$ cat config.mk
export PLATFORM = sky130hd
export DESIGN_NAME = tfpm_top
export DESIGN_NICKNAME = d
export VERILOG_FILES = /design/src/design/tfpm_pkg.sv /design/src/design/tfpm_top.sv
export SDC_FILE = /design/constraint.sdc
export NUM_CORES = 1
export LEC_CHECK = 0
export ABC_CLOCK_PERIOD_IN_PS = 4300
export BUFFER_PORTS_ARGS = -buffer_cell sky130_fd_sc_hd__buf_2
export CAP_MARGIN = 20
export CORE_MARGIN = 2
export CORE_UTILIZATION = 45
export CTS_CLUSTER_SIZE = 8
export DETAILED_ROUTE_END_ITERATION = 7
export PLACE_DENSITY = 0.71
export SLEW_MARGIN = 30
export SYNTH_ARGS = -nofsm -noshare
export SYNTH_HDL_FRONTEND = slang
export SYNTH_SLANG_ARGS = --single-unit
$ cat constraint.sdc
create_clock -name sys_clk_i -period 4.3 [get_ports sys_clk_i]
set_input_delay 0.86 -clock sys_clk_i [delete_from_list [all_inputs] [get_ports sys_clk_i]]
set_output_delay 0.86 -clock sys_clk_i [all_outputs]
set_load 0.005 [all_outputs]
$ cat src/design/tfpm_pkg.sv
// constants shared by the measurement timer and converter block
package tfpm_pkg;
	// register indices; byte address is four times the index
	localparam logic [7:0] IDX_MODE = 8'hA0;
	localparam logic [7:0] IDX_CNT_LO = 8'hA1;
	localparam logic [7:0] IDX_CNT_HI = 8'hA2;
	localparam logic [7:0] IDX_CONV = 8'hA3;
	localparam logic [7:0] IDX_EDGE = 8'hBF;
	localparam int ADDR_LSB = 2;
	// mode register fields
	localparam int MODE_EN_BIT = 7;
	localparam int MODE_RATE_HI = 6;
	localparam int MODE_RATE_LO = 4;
	localparam int MODE_CKS_BIT = 3;
	localparam int MODE_IEN_BIT = 1;
	localparam int MODE_FLAG_BIT = 0;
	// edge control fields
	localparam int EDGE_WIDTH_BIT = 1;
	localparam int EDGE_DIR_BIT = 0;
	// converter control fields
	localparam int CONV_OUT_BIT = 7;
	localparam int CONV_CH_HI = 2;
	localparam int CONV_CH_LO = 1;
	localparam int CONV_EN_BIT = 0;
	localparam logic [7:0] CONV_WMASK = 8'h87;
	localparam logic [7:0] MODE_WMASK = 8'hFB;
	localparam logic [7:0] EDGE_WMASK = 8'h03;
	localparam logic [7:0] RST_BYTE = 8'h00;
	localparam logic [15:0] RST_COUNT = 16'h0000;
	localparam logic [15:0] COUNT_MAX = 16'hFFFF;
	localparam logic [15:0] COUNT_ONE = 16'h0001;
	// prescaler: code 0 divides by 256, code 7 by 2
	localparam logic [7:0] PRESC_TOP = 8'hFF;
	localparam logic [7:0] PRESC_ZERO = 8'h00;
	localparam logic [7:0] PRESC_ONE = 8'h01;
	localparam int NUM_CH = 3;
	localparam int NUM_SHARED = 4;
	typedef enum logic [1:0] {
		TFPM_WAIT_START = 2'b00,
		TFPM_COUNTING = 2'b01,
		TFPM_DONE = 2'b10
	} tfpm_width_state_t;
endpackage

$ cat src/design/tfpm_top.sv
// measurement timer/counter with resistance-to-frequency converter front end
//
// Decided for this implementation: the APB slave port.
module tfpm_top #(
	parameter int ADDR_W = 12
) (
	input wire logic sys_clk_i,
	input wire logic rst_b_i,
	input wire logic psel_i,
	input wire logic penable_i,
	input wire logic pwrite_i,
	input wire logic [ADDR_W-1:0] paddr_i,
	input wire logic [31:0] pwdata_i,
	output logic [31:0] prdata_o,
	output logic pready_o,
	output logic pslverr_o,
	input wire logic event_input_pin_i,
	input wire logic converter_sense_input_i,
	output logic [tfpm_pkg::NUM_CH-1:0] channel_drive_o,
	output logic [tfpm_pkg::NUM_CH-1:0] channel_drive_oe_b_o,
	output logic [tfpm_pkg::NUM_CH-1:0] channel_analog_o,
	output logic [tfpm_pkg::NUM_SHARED-1:0] shared_pin_owned_o,
	output logic converter_clock_pin_o,
	output logic converter_clock_pin_oe_b_o,
	output logic converter_clock_pin_owned_o
);

	function automatic logic reg_hit(input logic [ADDR_W-1:0] a, input logic [7:0] idx);
		reg_hit = (a[ADDR_W-1:tfpm_pkg::ADDR_LSB] == (ADDR_W-tfpm_pkg::ADDR_LSB)'(idx))
			&& (a[tfpm_pkg::ADDR_LSB-1:0] == '0);
	endfunction

	logic [7:0] mode_reg;
	logic [7:0] edge_reg;
	logic [7:0] conv_reg;
	logic [15:0] count_reg;
	logic [15:0] count_next;
	logic [7:0] low_buf_reg;
	logic [7:0] presc_reg;
	logic [31:0] rdata_reg;
	logic [2:0] ev_sync_reg;
	logic [2:0] sense_sync_reg;
	logic charge_reg;
	logic conv_clk_reg;
	tfpm_pkg::tfpm_width_state_t wstate_reg;
	tfpm_pkg::tfpm_width_state_t wstate_next;

	logic setup_ph;
	logic access_ph;
	logic hit_mode, hit_lo, hit_hi, hit_conv, hit_edge, hit_any;
	logic wr_mode, wr_lo, wr_hi, wr_conv, wr_edge, rd_hi;
	logic cnt_en, width_en, edge_dir, cks, conv_en, conv_out_en, conv_en_next;
	logic [2:0] rate;
	logic [1:0] ch_sel;
	logic [7:0] presc_top;
	logic presc_tick;
	logic src_level, src_prev, rise, fall;
	logic start_edge, stop_edge;
	logic ext_mode, tick, overflow, flag_set;

	assign setup_ph = psel_i && !penable_i;
	assign access_ph = psel_i && penable_i;
	assign hit_mode = reg_hit(paddr_i, tfpm_pkg::IDX_MODE);
	assign hit_lo = reg_hit(paddr_i, tfpm_pkg::IDX_CNT_LO);
	assign hit_hi = reg_hit(paddr_i, tfpm_pkg::IDX_CNT_HI);
	assign hit_conv = reg_hit(paddr_i, tfpm_pkg::IDX_CONV);
	assign hit_edge = reg_hit(paddr_i, tfpm_pkg::IDX_EDGE);
	assign hit_any = hit_mode || hit_lo || hit_hi || hit_conv || hit_edge;
	assign wr_mode = access_ph && pwrite_i && hit_mode;
	assign wr_lo = access_ph && pwrite_i && hit_lo;
	assign wr_hi = access_ph && pwrite_i && hit_hi;
	assign wr_conv = access_ph && pwrite_i && hit_conv;
	assign wr_edge = access_ph && pwrite_i && hit_edge;
	// snapshot at the edge that samples the high byte, so both halves match
	assign rd_hi = setup_ph && !pwrite_i && hit_hi;

	// zero wait states; read data is captured in the setup cycle
	assign pready_o = 1'b1;
	assign pslverr_o = access_ph && !hit_any;
	assign prdata_o = rdata_reg;

	assign cnt_en = mode_reg[tfpm_pkg::MODE_EN_BIT];
	assign rate = mode_reg[tfpm_pkg::MODE_RATE_HI:tfpm_pkg::MODE_RATE_LO];
	assign cks = mode_reg[tfpm_pkg::MODE_CKS_BIT];
	assign width_en = edge_reg[tfpm_pkg::EDGE_WIDTH_BIT];
	assign edge_dir = edge_reg[tfpm_pkg::EDGE_DIR_BIT];
	assign conv_en = conv_reg[tfpm_pkg::CONV_EN_BIT];
	assign conv_out_en = conv_reg[tfpm_pkg::CONV_OUT_BIT];
	assign ch_sel = conv_reg[tfpm_pkg::CONV_CH_HI:tfpm_pkg::CONV_CH_LO];

	always_ff @(posedge sys_clk_i) begin
		if (!rst_b_i) begin
			rdata_reg <= '0;
		end else if (setup_ph && !pwrite_i) begin
			rdata_reg <= '0;
			if (hit_mode) begin
				rdata_reg[7:0] <= mode_reg;
			end else if (hit_lo) begin
				rdata_reg[7:0] <= low_buf_reg;
			end else if (hit_hi) begin
				rdata_reg[7:0] <= count_reg[15:8];
			end else if (hit_conv) begin
				rdata_reg[7:0] <= conv_reg;
			end else if (hit_edge) begin
				rdata_reg[7:0] <= edge_reg;
			end
		end
	end

	always_ff @(posedge sys_clk_i) begin
		if (!rst_b_i) begin
			conv_reg <= tfpm_pkg::RST_BYTE;
		end else if (wr_conv) begin
			conv_reg <= pwdata_i[7:0] & tfpm_pkg::CONV_WMASK;
		end
	end

	always_ff @(posedge sys_clk_i) begin
		if (!rst_b_i) begin
			edge_reg <= tfpm_pkg::RST_BYTE;
		end else if (wr_edge) begin
			edge_reg <= pwdata_i[7:0] & tfpm_pkg::EDGE_WMASK;
		end
	end

	// request flag: a hardware set wins over a software clear in the same cycle
	always_ff @(posedge sys_clk_i) begin
		if (!rst_b_i) begin
			mode_reg <= tfpm_pkg::RST_BYTE;
		end else begin
			if (wr_mode) begin
				mode_reg <= pwdata_i[7:0] & tfpm_pkg::MODE_WMASK;
			end
			if (flag_set) begin
				mode_reg[tfpm_pkg::MODE_FLAG_BIT] <= 1'b1;
			end
		end
	end

	// pins are asynchronous: two flops, a third only as edge history
	always_ff @(posedge sys_clk_i) begin
		if (!rst_b_i) begin
			ev_sync_reg <= '0;
			sense_sync_reg <= '0;
		end else begin
			ev_sync_reg <= {ev_sync_reg[1:0], event_input_pin_i};
			sense_sync_reg <= {sense_sync_reg[1:0], converter_sense_input_i};
		end
	end

	// converter takes over the measured input when enabled
	assign src_level = conv_en ? sense_sync_reg[1] : ev_sync_reg[1];
	assign src_prev = conv_en ? sense_sync_reg[2] : ev_sync_reg[2];
	assign rise = src_level && !src_prev;
	assign fall = !src_level && src_prev;

	// divide by 256 >> rate, so code 0 gives /256 and code 7 gives /2
	// free-running: tick when all masked bits are set, so a rate change cannot stall ticks
	assign presc_top = tfpm_pkg::PRESC_TOP >> rate;
	assign presc_tick = ((presc_reg & presc_top) == presc_top);

	always_ff @(posedge sys_clk_i) begin
		if (!rst_b_i) begin
			presc_reg <= tfpm_pkg::PRESC_ZERO;
		end else begin
			presc_reg <= presc_reg + tfpm_pkg::PRESC_ONE;
		end
	end

	// width mode: dir 0 measures the high pulse, dir 1 the low pulse
	assign start_edge = edge_dir ? fall : rise;
	assign stop_edge = edge_dir ? rise : fall;

	always_comb begin
		wstate_next = wstate_reg;
		unique case (wstate_reg)
			tfpm_pkg::TFPM_WAIT_START: begin
				if (cnt_en && !mode_reg[tfpm_pkg::MODE_FLAG_BIT] && start_edge) begin
					wstate_next = tfpm_pkg::TFPM_COUNTING;
				end
			end
			tfpm_pkg::TFPM_COUNTING: begin
				if (cnt_en && stop_edge) begin
					wstate_next = tfpm_pkg::TFPM_DONE;
				end
			end
			tfpm_pkg::TFPM_DONE: begin
				if (!mode_reg[tfpm_pkg::MODE_FLAG_BIT]) begin
					wstate_next = tfpm_pkg::TFPM_WAIT_START;
				end
			end
			default: begin
				wstate_next = tfpm_pkg::TFPM_WAIT_START;
			end
		endcase
		if (!width_en) begin
			wstate_next = tfpm_pkg::TFPM_WAIT_START;
		end
	end

	always_ff @(posedge sys_clk_i) begin
		if (!rst_b_i) begin
			wstate_reg <= tfpm_pkg::TFPM_WAIT_START;
		end else begin
			wstate_reg <= wstate_next;
		end
	end

	// external source only outside width mode
	assign ext_mode = cks && !width_en;
	always_comb begin
		if (!cnt_en) begin
			tick = 1'b0;
		end else if (width_en) begin
			tick = presc_tick && (wstate_reg == tfpm_pkg::TFPM_COUNTING);
		end else if (ext_mode) begin
			tick = edge_dir ? rise : fall;
		end else begin
			tick = presc_tick;
		end
	end

	// overflow flags only outside width mode; width mode flags on the stop edge
	assign overflow = tick && !width_en && (count_reg == tfpm_pkg::COUNT_MAX);
	assign flag_set = overflow || (width_en && cnt_en
		&& wstate_reg == tfpm_pkg::TFPM_COUNTING && stop_edge);

	always_comb begin
		count_next = count_reg;
		if (wr_hi) begin
			count_next = {pwdata_i[7:0], low_buf_reg};
		end else if (tick) begin
			count_next = count_reg + tfpm_pkg::COUNT_ONE;
		end
	end

	always_ff @(posedge sys_clk_i) begin
		if (!rst_b_i) begin
			count_reg <= tfpm_pkg::RST_COUNT;
		end else begin
			count_reg <= count_next;
		end
	end

	always_ff @(posedge sys_clk_i) begin
		if (!rst_b_i) begin
			low_buf_reg <= tfpm_pkg::RST_BYTE;
		end else if (wr_lo) begin
			low_buf_reg <= pwdata_i[7:0];
		end else if (rd_hi) begin
			low_buf_reg <= count_reg[7:0];
		end
	end

	// relaxation control: charge while sense is low, discharge once high
	// charge follows the enable being written, so drive never outlives the converter
	assign conv_en_next = wr_conv ? pwdata_i[tfpm_pkg::CONV_EN_BIT] : conv_en;
	always_ff @(posedge sys_clk_i) begin
		if (!rst_b_i) begin
			charge_reg <= 1'b0;
			conv_clk_reg <= 1'b0;
		end else begin
			charge_reg <= conv_en_next && !sense_sync_reg[1];
			conv_clk_reg <= conv_en && sense_sync_reg[1];
		end
	end

	genvar gi;
	generate
		for (gi = 0; gi < tfpm_pkg::NUM_CH; gi++) begin : g_ch
			assign channel_drive_o[gi] = charge_reg;
			// reserved code 11 drives no channel and leaves all analog
			assign channel_drive_oe_b_o[gi] = !(conv_en && ch_sel == 2'(gi));
			assign channel_analog_o[gi] = conv_en && ch_sel != 2'(gi);
		end
	endgenerate

	assign shared_pin_owned_o = {tfpm_pkg::NUM_SHARED{conv_en}};
	assign converter_clock_pin_o = conv_clk_reg;
	assign converter_clock_pin_oe_b_o = !conv_out_en;
	assign converter_clock_pin_owned_o = conv_out_en;

endmodule // tfpm_top

==> impl_metrics.tcl, run 1 <==
set metrics [dict create \
    area_growth_pct 9.63 \
    r2r-start "conv_reg[0]$_SDFFE_PN0P_" \
    yosys.area.top_type "dfxtp_1" \
    synthAdderAreaFrac_pct 0.703 \
    crit_path_top_delay_cell "and3_1" \
    ys.flop_type "dfxtp_1" \
    route.detailed.drc 0 \
    track_usage_pct 19.2 \
    vias 3082 \
    end_kind "output port" \
    drt_iter0_drc 235 \
    final.min_clock_period_ps 3030 \
    htree_levels 3 \
    clk_path_buf_depth 2 \
    rsz0062_at_grt "false" \
    dp_hpwl_um 5840 \
    synth_top_area_share_pct 35.4 \
    synthSimpleGateAreaFrac_pct 23.5 \
    core-area_sq_um 7690 \
    max_slew.worst_pin.slew_ps 909 \
    clk_pin_slew_ps 70 \
    cp_common_cell "buf_2" \
    ctsResizeCount 0 \
    crit_chain "buf_2 > nor4_1 > and3_1 > a211oi_1 > buf_2" \
    cts_hold_buffers 0 \
    yosysSeqAreaShare_pct 35.4 \
    path_delay_family "simple AND/OR/NAND/NOR gates" \
    cts_tree "done" \
    status "finished, final reports clean" \
    final.setup_skew_ps 7.40 \
    grt_pass1_wl_um 13300 \
    reg2reg_slack_ps 1540 \
    die-area_sq_um 8640 \
    holdPathEnd "ev_sync_reg[1]$_SDFF_PN0_" \
    async_flop_share_pct 0 \
    syn_avg_cell_area_sq_um 8.46 \
    avgRoutedWirePerCell_um 14.6 \
    rows 32 \
    synthXorXnorAreaFrac_pct 3.69 \
    slew_headroom_pct 39.4 \
    die_height_um 93.0 \
    diodes 0 \
    finalMaxSlewViolations 0 \
    synth_common_cells "dfxtp_1, nand2_1, o21ai_0" \
    setup_tns_ps 0 \
    max_freq_mhz 330 \
    numClockSinks 63 \
    cpPeakStageDelay_ps 530 \
    synth.most_common_cell "dfxtp_1" \
    route.antenna.remaining_nets 0 \
    worstSetupStartpoint "paddr_i[11]" \
    p_leak_nw 1.54 \
    place_congestion 0.853 \
    ys_top_cells_by_area "dfxtp_1, buf_4, nand2_1, o21ai_0, mux2i_1" \
    first_pass_iters 4 \
    cap_viol_max_count 0 \
    ys_types 56 \
    hold_path_depth 1 \
    path_max_fanout 15 \
    pwr_density_cell_nw_per_um2 304 \
    io_buffers 51 \
    worstSetupPathType "in2out" \
    gr-total-overflow 0 \
    via_per_inst 5.51 \
    final_layout_size_suffix_gt1_share_pct 18.2 \
    setup_viol 0 \
    clkLatencyLatePin_ps 340 \
    synth_top_family_by_area "simple AND/OR/NAND/NOR gates" \
    fin_crit_sh_pct 70.4 \
    ys_seq_elements 63 \
    post-route-util_pct 50.8 \
    synth_area_sq_um 3560 \
    hold_path.class "reg2reg" \
    synthCells 421 \
    cts_root_buf "clkbuf_8" \
    cp.required_ps 3440 \
    yosys-mux-area-fraction_pct 5.20 \
    reg2reg_depth 6 \
    nFillCells 756 \
    hold_violations 0 \
    worstPathArrival_ps 2170 \
    nets 505 \
    start_util_pct 46.3 \
    synth_edf_count 0 \
    hp-start "ev_sync_reg[0]$_SDFF_PN0_" \
    path_buf_inv 2 \
    cts_made_buffers 9 \
    grt_pass1_vias 2803 \
    yosys_warnings 0 \
    synth_compound_area_share_pct 21.1 \
    r2r_end "count_reg[1]$_SDFFE_PN0P_" \
    irDropWorstVdd_mv 0.139 \
    largest_reg_flops 16 \
    crit_path_start_kind "primary input" \
    grt_max_degree 65 \
    cts_setup_buffers 0 \
    die_w_um 93.0 \
    io_pins 101 \
    drt-total-wl_um 8140 \
    antenna_found_initial 0 \
]
## worst reg2reg max path, cell delays in order, from the launching register on
cell,delay [ps]
dfxtp_1,660
and4bb_1,250
o41ai_1,630
or3b_1,490
and2_4,330
mux2i_1,220
a21oi_1,80
## per-layer routing
metal	vias to the layer above	track usage (%)	routed length (um)
met1	1462	24.1	3580
met4	0	7.48	150
met3	12	3.25	377
li1	1521	-	-
met2	87	32.9	4030
met5	-	0	0
## per-stage QoR
step | total power (W) | instances | area [sq um] | setup slack, ps | hold slack [ps]
after floorplan | 0.000658 | 444 | 3650 | 1480 | 412
after global placement | 0.000667 | 543 | 3690 | 1150 | 416
after detailed placement | 0.000668 | 543 | 3690 | 1030 | 420
after CTS | 0.00120 | 559 | 3900 | 1240 | 438
after global routing | 0.00123 | 559 | 3900 | 1040 | 458
final | 0.00119 | 559 | 3900 | 1270 | 435
## kinds of logic (layout without fill, tap and decap cells)
| kind of cell | after synthesis | count (layout) |
|---|---|---|
| DFF | 63 | 63 |
| muxes | 17 | 17 |
| buffers and inverters | 59 | 72 |
| AOI/OAI and AO/OA | 109 | 109 |
| other | 2 | 25 |
| xor gates and xnor gates | 15 | 15 |
| adders and majority gates | 2 | 2 |
| and+or+nand+nor | 154 | 154 |
## how the worst max path moves through the flow
| stage | to | cells after the start |
|---|---|---|
| 6_report | pslverr_o | 5 |
| 4_1_cts | pslverr_o | 5 |
| 5_1_grt | pslverr_o | 5 |
| 3_3_place_gp | mode_reg[3]$_SDFFE_PN0P_ | 7 |
| 2_1_floorplan | pslverr_o | 5 |
| 3_5_place_dp | count_reg[2]$_SDFFE_PN0P_ | 7 |
## placed cells by master (no fill, tap or decap), types with 6 or more instances in the layout
master	count
clkbuf_8	11
and3_1	6
o21ai_0	33
o211a_1	8
a21boi_0	18
a21oi_1	17
a31oi_1	6
nand3_1	27
xnor2_1	14
mux2i_1	14
nor3_1	7
nor2b_1	10
nor2_1	9
and2_1	14
conb_1	25
nand3b_1	6
nand2_1	47
dfxtp_1	63
buf_2	51
## where the power goes
| part | switching, W | leakage, nW | total, W | internal, W |
|---|---|---|---|---|
| registers | 0.00000541 | 0.509 | 0.000594 | 0.000588 |
| logic | 0.0000382 | 0.928 | 0.0000615 | 0.0000233 |
| clock network | 0.000235 | 0.105 | 0.000533 | 0.000298 |
## final cells by class
type | count | area (sq um) | share of cell area, %
sequential | 63 | 1260 | 32.3
timing repair buffer | 53 | 270 | 6.92
clock buffer | 11 | 151 | 3.88
tap | 102 | 128 | 3.27
multi-input combinational | 322 | 2030 | 51.9
clock inverter | 5 | 56.3 | 1.44
inverter | 3 | 11.3 | 0.288
No activity file was read; power rests on OpenSTA's default activity.
==> inputs of run 2 (changes only) <==
- ABC_CLOCK_PERIOD_IN_PS: 4300 -> 3200
- clock period: 4.3 -> 3.2 ns (I/O delays scaled with it)
==> impl_metrics.tcl, run 2 (same netlist as run 1, synthesis figures left out) <==
set metrics [dict create \
    holdPathEnd "ev_sync_reg[1]$_SDFF_PN0_" \
    clk_pin_slew_ps 70 \
    hp-start "ev_sync_reg[0]$_SDFF_PN0_" \
    hold_violations 0 \
    dp_cells 550 \
    drt-total-wl_um 8110 \
    cts_tree "done" \
    worstPathArrival_ps 2860 \
    nets 512 \
    io_pins 101 \
    clkLatencyLatePin_ps 340 \
    die_w_um 93.0 \
    irDropWorstVdd_mv 0.229 \
    use_met2_pct 33.3 \
    ctsResizeCount 0 \
    pwr_density_cell_nw_per_um2 398 \
    max_freq_mhz 386 \
    die-area_sq_um 8640 \
    worstSetupPathType "reg2reg" \
    final.min_clock_period_ps 2590 \
    first_pass_iters 4 \
    final.setup_skew_ps 7.24 \
    cp.depth 6 \
    power_w 0.00157 \
    route.detailed.drc 0 \
    path_max_fanout 19 \
    io_buffers 51 \
    cts_made_buffers 9 \
    hold_path_depth 1 \
    die_height_um 93.0 \
    r2r-start "conv_reg[0]$_SDFFE_PN0P_" \
    route.antenna.remaining_nets 0 \
    diodes 0 \
    cts_setup_buffers 0 \
    clk_path_buf_depth 2 \
    r2r_end "count_reg[6]$_SDFFE_PN0P_" \
    drt_iter0_drc 207 \
    grt-busiest-layer "met2" \
    core-area_sq_um 7690 \
    via_per_inst 5.44 \
    place_area_sq_um 3740 \
    layout_common_cells "dfxtp_1, buf_2, nand2_1" \
    cts_hold_buffers 0 \
    slew_headroom_pct 59.4 \
    crit_path_top_delay_cell "dfxtp_1" \
    finalInstanceArea_sq_um 3940 \
    start_util_pct 46.3 \
    final_layout_size_suffix_gt1_share_pct 19.2 \
    cp.required_ps 3470 \
    place_congestion 0.852 \
    end_kind "flop" \
    setup_tns_ps 0 \
    dp_hpwl_um 5790 \
    gr-total-overflow 0 \
    instances_no_fill 566 \
    path_buf_inv 0 \
    fin_crit_sh_pct 81.1 \
    area_growth_pct 10.8 \
    htree_levels 3 \
    reg2reg_depth 6 \
    crit_chain "and4b_1 > o41ai_1 > or3b_1 > and2_4 > or4_1 > a31oi_1" \
    setup_viol 0 \
    rsz0062_at_grt "false" \
    rows 32 \
    grt_pass1_vias 2806 \
    largest_reg_flops 16 \
    path_delay_family "simple AND/OR/NAND/NOR gates" \
    antenna_found_initial 0 \
    avgRoutedWirePerCell_um 14.3 \
    final_common_cell "dfxtp_1" \
    hold_path.class "reg2reg" \
    track_usage_pct 19.4 \
    cts_root_buf "clkbuf_8" \
    finalMaxSlewViolations 0 \
    status "finished, final reports clean" \
    max_slew.worst_pin.slew_ps 607 \
    cap_viol_max_count 0 \
    reg2reg_slack_ps 610 \
    use_met3_pct 4.48 \
    vias 3079 \
    numClockSinks 63 \
    grt_pass1_wl_um 13400 \
    cpPeakStageDelay_ps 660 \
    crit_path_start_kind "flop" \
    grt_util_met1_pct 24.1 \
    p_leak_nw 1.57 \
    grt_max_degree 65 \
]
[run 2: cell count changes in the layout (fill, tap and decap cells not counted)]
cell	before	now
buf_4	2	10
clkbuf_8	11	9
a21oi_1	17	18
a21oi_2	1	0
buf_2	51	50
clkinvlp_4	1	2
inv_6	0	1
[run 2: layer usage]
| layer | vias up | wire [um] |
|---|---|---|
| li1 | 1531 | - |
| met1 | 1443 | 3530 |
| met5 | - | 0 |
| met4 | 0 | 129 |
| met2 | 94 | 4000 |
| met3 | 11 | 442 |
[run 2: per-stage QoR]
stage / hold WS [ps] / utilization [%] / worst slack (ps)
2_1_floorplan: 412 / - / 817
3_3_place_gp: 413 / 48.7 / 682
3_5_place_dp: 419 / 48.7 / 638
4_1_cts: 441 / 51.3 / 612
5_1_grt: 466 / 51.3 / 432
6_report: 437 / 51.3 / 606
[run 2: worst max path at each step]
stage / startpoint / endpoint / slack [ps]
after floorplan: paddr_i[11] / pslverr_o / 820
after global placement: conv_reg[0]$_SDFFE_PN0P_ / count_reg[1]$_SDFFE_PN0P_ / 680
after detailed placement: conv_reg[0]$_SDFFE_PN0P_ / count_reg[6]$_SDFFE_PN0P_ / 640
after CTS: conv_reg[0]$_SDFFE_PN0P_ / count_reg[13]$_SDFFE_PN0P_ / 610
after global routing: conv_reg[0]$_SDFFE_PN0P_ / count_reg[12]$_SDFFE_PN0P_ / 430
final: conv_reg[0]$_SDFFE_PN0P_ / count_reg[6]$_SDFFE_PN0P_ / 610
[run 2: report_power, final]
part / total [W] / leakage [nW] / switching, W / internal (W)
logic: 0.0000828 / 0.962 / 0.0000513 / 0.0000314
registers: 0.000797 / 0.509 / 0.00000684 / 0.000790
clock network: 0.000691 / 0.0956 / 0.000331 / 0.000360
total: 0.00157 / 1.57 / 0.000389 / 0.00118
[run 2: cell type report]
type | instances | area [sq um]
Timing Repair Buffer | 60 | 325
Fill cell | 729 | 3740
Multi-Input combinational cell | 322 | 2020
Sequential cell | 63 | 1260
Clock buffer | 9 | 124
Inverter | 3 | 11.3
Clock inverter | 7 | 72.6
Tap cell | 102 | 128
